**src/hdl/tsl_defs.svh**
```systemverilog
`ifndef TSL_DEFS_SVH
`define TSL_DEFS_SVH
`define TSL_ADDR_TYPE_ID   4'h9
`define TSL_BIT_CNT_LAST   4'h7
`define TSL_BIT_CNT_RESET  4'h0
`define TSL_BIT_CNT_START  4'hF
`define TSL_BIT_CNT_ACK    4'h8
`define TSL_FILT_LEN       3
`define TSL_FILT_CNT_MAX   2'h3
`define TSL_RW_BIT         0
`endif

```
**src/hdl/tsl_pkg.sv**
```systemverilog
package tsl_pkg;
   typedef enum logic [5:0] {
      TSL_IDLE     = 6'b000001,
      TSL_ADDR     = 6'b000010,
      TSL_ADDR_ACK = 6'b000100,
      TSL_RX       = 6'b001000,
      TSL_RX_ACK   = 6'b010000,
      TSL_TX       = 6'b100000
   } tsl_state_t;
endpackage : tsl_pkg

```
**src/hdl/tsl_filter.sv**
```systemverilog
`timescale 1ns/1ps
`include "tsl_defs.svh"
// two-flop synchroniser then stability filter with hysteresis
module tsl_filter (
   input  wire logic clk,
   input  wire logic resetn,
   input  wire logic pin_in,
   output logic      level_out
);
   logic       sync1_reg;
   logic       sync2_reg;
   logic [1:0] cnt_reg;

   // first flop only feeds the second
   always_ff @(posedge clk) begin
      if (!resetn) begin
         sync1_reg <= 1'b1;
         sync2_reg <= 1'b1;
      end else begin
         sync1_reg <= pin_in;
         sync2_reg <= sync1_reg;
      end
   end

   // output flips only after the new level held several samples
   always_ff @(posedge clk) begin
      if (!resetn) begin
         cnt_reg   <= 2'h0;
         level_out <= 1'b1;
      end else if (sync2_reg == level_out) begin
         cnt_reg <= 2'h0;
      end else if (cnt_reg == `TSL_FILT_CNT_MAX) begin
         cnt_reg   <= 2'h0;
         level_out <= sync2_reg;
      end else begin
         cnt_reg <= cnt_reg + 2'h1;
      end
   end
endmodule : tsl_filter

```
**src/hdl/tsl_link.sv**
```systemverilog
`timescale 1ns/1ps
`include "tsl_defs.svh"
// Overview of operation
// - sample on SCL rise, drive after fall
// - bytes shifted most significant bit first
// - eight bits then ack on ninth
// - SDA changes only while SCL low
// - SDA fall with SCL high starts
// - SDA rise with SCL high stops
// - ignore bus until Start seen
// - idle means SCL and SDA high
// - unlimited bytes between Start and Stop
// - repeated Start begins new operation
// - hold SDA low whole ack clock
// - master nack ends read, release SDA
// - nack invalid operations like read-only writes
// - filter spikes on SCL and SDA
// - address is 1001 plus select pins
// - address last bit selects direction
// - ack address match, else idle
module tsl_link
   import tsl_pkg::*;
(
   input  wire logic       clk,
   input  wire logic       resetn,
   input  wire logic       scl_in,
   input  wire logic       sda_in,
   output logic            sda_out,
   output logic            sda_oe,
   input  wire logic [2:0] address_select_pins,
   input  wire logic       write_allowed,
   input  wire logic [7:0] tx_data,
   output logic            tx_load,
   output logic [7:0]      rx_data,
   output logic            rx_valid,
   output logic            bus_idle
);
   tsl_state_t state_reg;
   logic       scl_f;
   logic       sda_f;
   logic       scl_d_reg;
   logic       sda_d_reg;
   logic [3:0] bit_cnt_reg;
   logic [7:0] shift_reg;
   logic       ack_reg;
   logic       nack_seen_reg;
   logic [2:0] addr_pins_reg;
   logic       scl_rise;
   logic       scl_fall;
   logic       start_det;
   logic       stop_det;

   // filtered copies of both pins
   tsl_filter u_scl_filt (
      .clk       (clk),
      .resetn    (resetn),
      .pin_in    (scl_in),
      .level_out (scl_f)
   );
   tsl_filter u_sda_filt (
      .clk       (clk),
      .resetn    (resetn),
      .pin_in    (sda_in),
      .level_out (sda_f)
   );

   // previous filtered levels for edge detection
   always_ff @(posedge clk) begin
      if (!resetn) begin
         scl_d_reg <= 1'b1;
         sda_d_reg <= 1'b1;
      end else begin
         scl_d_reg <= scl_f;
         sda_d_reg <= sda_f;
      end
   end

   // straps caught by a clocked process, never by reset
   always_ff @(posedge clk) begin
      addr_pins_reg <= address_select_pins;
   end

   assign scl_rise  = scl_f & ~scl_d_reg;
   assign scl_fall  = ~scl_f & scl_d_reg;
   assign start_det = scl_f & scl_d_reg & sda_d_reg & ~sda_f;
   assign stop_det  = scl_f & scl_d_reg & ~sda_d_reg & sda_f;
   assign bus_idle  = scl_f & sda_f;

   // protocol sequencer; start watched in every state
   always_ff @(posedge clk) begin
      if (!resetn) begin
         state_reg     <= TSL_IDLE;
         bit_cnt_reg   <= `TSL_BIT_CNT_RESET;
         shift_reg     <= 8'h00;
         ack_reg       <= 1'b0;
         nack_seen_reg <= 1'b0;
      end else if (start_det) begin
         state_reg   <= TSL_ADDR;
         // the start's own scl fall wraps this to zero before the first bit
         bit_cnt_reg <= `TSL_BIT_CNT_START;
         ack_reg     <= 1'b0;
      end else if (stop_det) begin
         state_reg <= TSL_IDLE;
         ack_reg   <= 1'b0;
      end else begin
         unique case (state_reg)
            TSL_IDLE: begin
               ack_reg <= 1'b0;
            end
            TSL_ADDR, TSL_RX: begin
               if (scl_rise) begin
                  shift_reg <= {shift_reg[6:0], sda_f};
               end
               if (scl_fall) begin
                  if (bit_cnt_reg == `TSL_BIT_CNT_LAST) begin
                     bit_cnt_reg <= `TSL_BIT_CNT_RESET;
                     if (state_reg == TSL_ADDR) begin
                        if (shift_reg[7:1] == {`TSL_ADDR_TYPE_ID, addr_pins_reg}) begin
                           ack_reg   <= 1'b1;
                           state_reg <= TSL_ADDR_ACK;
                        end else begin
                           state_reg <= TSL_IDLE;
                        end
                     end else begin
                        ack_reg   <= write_allowed;
                        state_reg <= TSL_RX_ACK;
                     end
                  end else begin
                     bit_cnt_reg <= bit_cnt_reg + 4'h1;
                  end
               end
            end
            TSL_ADDR_ACK, TSL_RX_ACK: begin
               // release only after the ack clock falls
               if (scl_fall) begin
                  ack_reg <= 1'b0;
                  if (state_reg == TSL_ADDR_ACK && shift_reg[`TSL_RW_BIT]) begin
                     state_reg     <= TSL_TX;
                     shift_reg     <= tx_data;
                     nack_seen_reg <= 1'b0;
                  end else begin
                     state_reg <= TSL_RX;
                  end
               end
            end
            TSL_TX: begin
               if (scl_rise && bit_cnt_reg == `TSL_BIT_CNT_ACK) begin
                  nack_seen_reg <= sda_f;
               end
               if (scl_fall) begin
                  if (bit_cnt_reg == `TSL_BIT_CNT_ACK) begin
                     bit_cnt_reg <= `TSL_BIT_CNT_RESET;
                     if (nack_seen_reg) begin
                        state_reg <= TSL_IDLE;
                     end else begin
                        shift_reg <= tx_data;
                     end
                  end else begin
                     bit_cnt_reg <= bit_cnt_reg + 4'h1;
                     if (bit_cnt_reg != `TSL_BIT_CNT_LAST) begin
                        shift_reg <= {shift_reg[6:0], 1'b1};
                     end
                  end
               end
            end
         endcase
      end
   end

   // pull low for ack or a zero data bit; never drive high
   always_ff @(posedge clk) begin
      if (!resetn) begin
         sda_oe <= 1'b0;
      end else if (start_det || stop_det) begin
         sda_oe <= 1'b0;
      end else begin
         sda_oe <= ((state_reg == TSL_ADDR_ACK || state_reg == TSL_RX_ACK) && ack_reg)
                   || (state_reg == TSL_TX && bit_cnt_reg != `TSL_BIT_CNT_ACK
                       && !shift_reg[7]);
      end
   end
   assign sda_out = 1'b0;

   // received byte and next-byte request strobes
   always_ff @(posedge clk) begin
      if (!resetn) begin
         rx_data  <= 8'h00;
         rx_valid <= 1'b0;
         tx_load  <= 1'b0;
      end else begin
         rx_valid <= 1'b0;
         tx_load  <= 1'b0;
         if (state_reg == TSL_RX && scl_fall && bit_cnt_reg == `TSL_BIT_CNT_LAST
             && !start_det && !stop_det) begin
            rx_data  <= shift_reg;
            rx_valid <= write_allowed;
         end
         if (state_reg == TSL_TX && scl_fall && bit_cnt_reg == `TSL_BIT_CNT_ACK
             && !nack_seen_reg && !start_det && !stop_det) begin
            tx_load <= 1'b1;
         end
      end
   end

   property p_drive_only_low;
      @(posedge clk) disable iff (!resetn)
         sda_oe |-> (sda_out == 1'b0) && ($past(state_reg) inside {TSL_ADDR_ACK, TSL_RX_ACK, TSL_TX});
   endproperty
   a_drive_only_low: assert property (p_drive_only_low) else $error("sda driven high");

   property p_ack_stable_high;
      @(posedge clk) disable iff (!resetn)
         (state_reg == TSL_RX_ACK && ack_reg && scl_rise) |=> (sda_oe || start_det || stop_det);
   endproperty
   a_ack_stable_high: assert property (p_ack_stable_high) else $error("ack lost in high phase");

   property p_stop_to_idle;
      @(posedge clk) disable iff (!resetn) (stop_det && !start_det) |=> state_reg == TSL_IDLE;
   endproperty
   a_stop_to_idle: assert property (p_stop_to_idle) else $error("stop did not idle");

   property p_start_to_addr;
      @(posedge clk) disable iff (!resetn) start_det |=> state_reg == TSL_ADDR;
   endproperty
   a_start_to_addr: assert property (p_start_to_addr) else $error("start missed");

   property p_idle_silent;
      @(posedge clk) disable iff (!resetn) (state_reg == TSL_IDLE) [*2] |-> !sda_oe;
   endproperty
   a_idle_silent: assert property (p_idle_silent) else $error("driving while idle");

   property p_oe_change_scl_low;
      @(posedge clk) disable iff (!resetn)
         (state_reg != TSL_IDLE && $changed(sda_oe) && !$past(start_det) && !$past(stop_det))
         |-> !scl_d_reg || !$past(scl_d_reg);
   endproperty
   a_oe_change_scl_low: assert property (p_oe_change_scl_low) else $error("sda moved scl high");

   property p_bad_addr_idle;
      @(posedge clk) disable iff (!resetn)
         (state_reg == TSL_ADDR && scl_fall && bit_cnt_reg == `TSL_BIT_CNT_LAST && !start_det
          && !stop_det && shift_reg[7:1] != {`TSL_ADDR_TYPE_ID, addr_pins_reg})
         |=> state_reg == TSL_IDLE;
   endproperty
   a_bad_addr_idle: assert property (p_bad_addr_idle) else $error("mismatch not idled");

   property p_nack_readonly;
      @(posedge clk) disable iff (!resetn)
         (state_reg == TSL_RX && scl_fall && bit_cnt_reg == `TSL_BIT_CNT_LAST && !write_allowed
          && !start_det && !stop_det) |=> !ack_reg;
   endproperty
   a_nack_readonly: assert property (p_nack_readonly) else $error("ack on refused write");
endmodule : tsl_link

```
**config.mk**
```make
export PLATFORM = sky130hd
export DESIGN_NAME = tsl_link
export DESIGN_NICKNAME = d
export VERILOG_FILES = /design/src/hdl/tsl_pkg.sv /design/src/hdl/tsl_filter.sv /design/src/hdl/tsl_link.sv
export VERILOG_INCLUDE_DIRS = /design/src /design/src/hdl
export SDC_FILE = /design/constraint.sdc
export NUM_CORES = 1
export LEC_CHECK = 0
export ABC_AREA = 1
export BUFFER_PORTS_ARGS = -buffer_cell sky130_fd_sc_hd__buf_2
export CORE_UTILIZATION = 52
export CTS_BUF_LIST = sky130_fd_sc_hd__clkbuf_16
export DETAILED_ROUTE_END_ITERATION = 7
export PLACE_DENSITY_LB_ADDON = 0.08
export SETUP_SLACK_MARGIN = 0.05
export SLEW_MARGIN = 20
export SYNTH_ARGS = -nofsm -noshare
export SYNTH_HDL_FRONTEND = slang
export SYNTH_SLANG_ARGS = --single-unit
```
**constraint.sdc**
```tcl
create_clock -name clk -period 3 [get_ports clk]
set_input_delay 0 -clock clk [delete_from_list [all_inputs] [get_ports clk]]
set_output_delay 0 -clock clk [all_outputs]
set_load 0.01 [all_outputs]
```
=== Yosys cells after proc, flatten, opt, wreduce, memory -nomap -nowiden ===
Index checks and enable logic that the tools add are counted.

* Input port bits: 16
* Word-level logic and storage cells: 156
* Register bits after elaboration: 46
* Output and inout port bits: 13

* $add $sub $neg: 3
* Eq/ne operators: 36
* Mux-type cells: 38
* Reduce and logical (&&, ||, !) cells: 41
* Bitwise gates (word level): 17

{| class="wikitable"
|+ Operator list
! cell !! number
|-
| 8-bit two-way mux || 7
|-
| 6-bit two-way mux || 8
|-
| 4-bit two-way mux || 6
|-
| 4-bit != test (second input constant) || 6
|-
| 8-bit case mux with 3 select lines || 1
|-
| 2-bit != test (second input constant) || 9
|-
| 6-bit case mux with 3 select lines || 1
|-
| 1-bit logical AND || 14
|-
| 7-bit AND reduction || 2
|-
| 3-bit != test (second input constant) || 4
|-
| 1-bit two-way mux || 9
|-
| 1-bit NOT || 9
|-
| 9-bit AND reduction || 1
|-
| 3-bit nonzero test || 3
|-
| 3-bit OR reduction || 3
|-
| 1-bit bitwise AND || 8
|-
| 4-bit by 3-bit != test with 1-bit output (second input constant) || 2
|-
| 4-bit case mux with 2 select lines || 1
|-
| 7-bit == test || 1
|-
| 6-bit by 1-bit == test with 1-bit output (second input constant) || 1
|-
| 6-bit by 2-bit == test with 1-bit output (second input constant) || 1
|-
| 6-bit by 3-bit == test with 1-bit output (second input constant) || 1
|-
| 6-bit by 4-bit == test with 1-bit output (second input constant) || 1
|-
| 6-bit by 5-bit == test with 1-bit output (second input constant) || 1
|-
| other kinds (22) || 35
|}

=== Depth between registers and ports, before layout ===
* Word-level depth: 8
* Gate-level depth with buffers: 12
* Depth with buffers taken out: 11

=== Modules after synthesis ===
Synthesis repeated with hierarchy kept, for this count alone.

* Cell total of the unflattened synthesis: 317
* Area, all modules: 2317.2 um^2

{| class="wikitable"
|+ By module, submodules not included
! module !! sequential area each (um^2) !! cells each !! instances !! area an instance (um^2)
|-
| tsl_link || 720.7 || 277 || 1 || 1954.4
|-
| tsl_filter || 100.1 || 20 || 2 || 181.4
|}

=== Least setup slack after synthesis ===
No wires, ideal clock.

* Path type: reg2reg
* From: reg bit_cnt_reg[0]
* To: reg nack_seen_reg
* Path buffers: 0
* Required time: 2887 ps
* Arrival time: 1479 ps
* Setup time: 113 ps
* Clock period less this slack: 1592 ps
* Cell stages (with the launch flop): 12
* Setup slack: 1408 ps
* Cells stage by stage: dfxtp_1 inv_1 ha_1 nand2_1 nor2_1 inv_1 nor2_1 nor2_1 nor3_1 o21ai_0 nand2_1 nor2_1

* Cells in the longest elaborated chain, start to end: 4

{| class="wikitable"
|+ RTL lines
! item !! line !! RTL
|-
| start, declared || tsl_link.sv:43 || <nowiki>logic [3:0] bit_cnt_reg;</nowiki>
|-
| start signal, assigned || tsl_link.sv:93 || <nowiki>bit_cnt_reg <= `TSL_BIT_CNT_RESET;</nowiki>
|-
| start signal, assigned || tsl_link.sv:100 || <nowiki>bit_cnt_reg <= `TSL_BIT_CNT_START;</nowiki>
|-
| start signal, assigned || tsl_link.sv:116 || <nowiki>bit_cnt_reg <= `TSL_BIT_CNT_RESET;</nowiki>
|-
| 4-bit == test (no line) || n/a ||
|-
| 1-bit logical AND (no line) || n/a ||
|-
| 2-bit != test (no line) || n/a ||
|-
| 6-bit AND reduction (no line) || n/a ||
|-
| end signal, assigned || tsl_link.sv:96 || <nowiki>nack_seen_reg <= 1'b0;</nowiki>
|-
| end signal, assigned || tsl_link.sv:140 || <nowiki>nack_seen_reg <= 1'b0;</nowiki>
|-
| end signal, assigned || tsl_link.sv:148 || <nowiki>nack_seen_reg <= sda_f;</nowiki>
|-
| end, declared || tsl_link.sv:46 || <nowiki>logic nack_seen_reg;</nowiki>
|}

Every way passes these cells.
A chain may end at the register's enable or synchronous reset.

=== Worst setup path after layout ===
Same ends and word-level chain as after synthesis.

==> reports/results.tsv <==
metric	value	unit
clk_path_buf_depth	2	
synthCells	311	
drive_gt1_frac	0.177	
cp.arrival	2.04	ns
synth_top_family_by_area	simple AND/OR/NAND/NOR gates	
cts-buffers-inserted	5	
ys_types	29	
gr-total-overflow	0	
synth_adder_area_share	0.0225	
leakagePower	1.24	nW
post-route-min-period	1.86	ns
worst_pin_slew	0.531	ns
synth_seq_area_share	0.414	
async_reset_ff_frac	0	
timing.final.ws_setup	1.14	ns
rsz0062_at_grt	false	
synth_compound_area_frac	0.120	
cts.sinks	46	
diodes	0	
ys_warn_count	0	
critPathBufInv	2	
power.density	519	nW/um^2
wire_per_inst	11.7	microns
grt_start_max_net_pins	27	
setup_viol	0	
post_cts_buffers	0	
routed_wl	4620	microns
ir_worst_vdd	0.437	mV
synth_area	2230	sq um
yosysTopAreaCellShare	0.414	
hold_violations	0	
rows	23	
maxCapViolCount	0	
end_kind	flop	
synth_edf_count	0	
synth_xor_area_frac	0.0118	
cp_common_cell	nor2_1	
outcome	finished, final reports clean	
routabilityCongestion	0.879	
cp_slowest_stage_delay	0.33	ns
syn-mean-instance-area	7.16	sq um
grt_first_pass_wirelength	7790	microns
slew_headroom	0.646	
synthTopCellsByArea	dfxtp_1 41%, nand2_1 10%, nor2_1 9.3%	
cp_max_fo	6	
synthSimpleGateAreaFrac	0.341	
finalSetupTns	0	ns
min_path_type	in -> reg	
clock_skew	0.00479	ns
syn_nets	331	
dieArea	4550	sq um
place_ws	1.18	ns
drc	0	
worstSetupPathType	reg -> reg	
drt-vias-per-instance	5.12	
area_delta_synth_final	17.2	%
track_usage	0.229	
die_height	67.4	microns
firstDrtPassIters	4	
cp.required	3.18	ns
synth_seq_cells	46	
antenna_found_initial	0	
initial_core_util	0.549	
period_share	0.620	
yosys-mux-area-fraction	0	
die_w	67.4	microns
numPortBuffers	27	
ant_nets	0	
fill_cells	372	
fmax	0.538	GHz
slew_violations	0	
drt_iter0_drc	193	
synth-main-ff-cell	dfxtp_1	
path_clk_slew	0.06	ns
most-common-layout-cells	60 x nand2_1, 55 x nor2_1, 46 x dfxtp_1, 33 x inv_1	
cp_cell_sequence	inv_1 > ha_1 > nand2_1 > nor2_1 > inv_1 > nor2_1 > nor2_1 > nor3_1 > o21ai_0 > nand2_1 > nor2_1	
critical-path-top-delay-family	simple AND/OR/NAND/NOR gates	
cpMaxStageDelayCell	dfxtp_1	
cts_tree	yes	
clock_latency	0.28	ns
root_buffer	clkbuf_16	
start_kind	flop	
htree_levels	2	
first_global_vias	1821	
nets	363	
ios	29	
core-area	4060	sq um
route.vias.total	2017	
dp_hpwl	3270	microns
yosysTopAreaCell	dfxtp_1	
mostFrequentLayoutCell	nand2_1	
cell families after synthesis:
family,count (synthesis)
AOI/OAI and AO/OA,52
xor gates and xnor gates,3
adders and majority gates,4
buffers and inverters,44
DFF,46
other,1
and+or+nand+nor,161
worst register-to-register path, stage by stage, from the launching register on:
cell and delay (ns):
dfxtp_1 0.33, inv_1 0.09, ha_1 0.14, nand2_1 0.05, nor2_1 0.30, inv_1 0.10
nor2_1 0.22, nor2_1 0.08, nor3_1 0.22, o21ai_0 0.12, nand2_1 0.07, nor2_1 0.04
final timing paths:
| path | from | endpoint | slack (ns) | cells after the start |
|---|---|---|---|---|
| max | bit_cnt_reg[0] | nack_seen_reg | 1.14 | 11 |
| min | tx_data[4] | shift_reg[4] | 0.05 | 5 |
| max reg2reg | bit_cnt_reg[0] | nack_seen_reg | 1.14 | 11 |
| min reg2reg | u_scl_filt.sync1_reg | u_scl_filt.sync2_reg | 0.41 | 1 |
Yosys cell counts (2+ instances only):
library cell and number:
inv_2 3, nor2_4 4, buf_4 2, xnor2_1 2, nor2_2 4, nand2_2 3
nor2_1 55, dfxtp_1 46, buf_6 2, nand2_1 60, o21ai_0 27, o211ai_1 2
nand3_2 7, nor3_1 4, nand4_1 4, inv_1 33, ha_1 4, a21oi_1 22
or2_2 5, nand3_1 13
metal layers:
metal / wire (microns) / GRT usage / share of wire
met1: 2210 / 0.281 / 0.48
met2: 2090 / 0.373 / 0.45
met3: 222 / 0.0608 / 0.048
met4: 97 / 0.101 / 0.021
met5: 0 / 0 / 0
final cells by class:
type                    count  area [sq um]  share of cell area
clock buffers               5           125              0.0480
clock inverters             3          63.8              0.0245
inverters                  36           135              0.0518
multi-input cells         221          1110               0.424
flip-flops and latches     46           921               0.353
well taps                  50          62.6              0.0240
repair buffers             33           195              0.0748
where the power goes:
group | switching, W | internal (W)
logic | 0.0000168 | 0.0000176
clock network | 0.000226 | 0.000474
registers | 0.00000232 | 0.000616
metrics by stage:
stage / hold slack, ns / total power, W / std cells / utilization / cell area, sq um
finish: 0.0460 / 0.00135 / 394 / 0.643 / 2610
global route: 0.0763 / 0.00140 / 394 / 0.643 / 2610
CTS: 0.0472 / 0.00136 / 394 / 0.643 / 2610
detailed placement: 0.104 / 0.000660 / 380 / 0.582 / 2360
global placement: 0.103 / 0.000660 / 380 / 0.582 / 2360
floorplan: 0.0277 / 0.000650 / 311 / - / 2230
repair_timing:
item / in CTS / in global routing
setup endpoints to repair: 0 / 0
gates resized for setup: 0 / 0
hold buffers: 6 / 0
hold endpoints to repair: 6 / 0
Power figures use the tool's default switching activity.
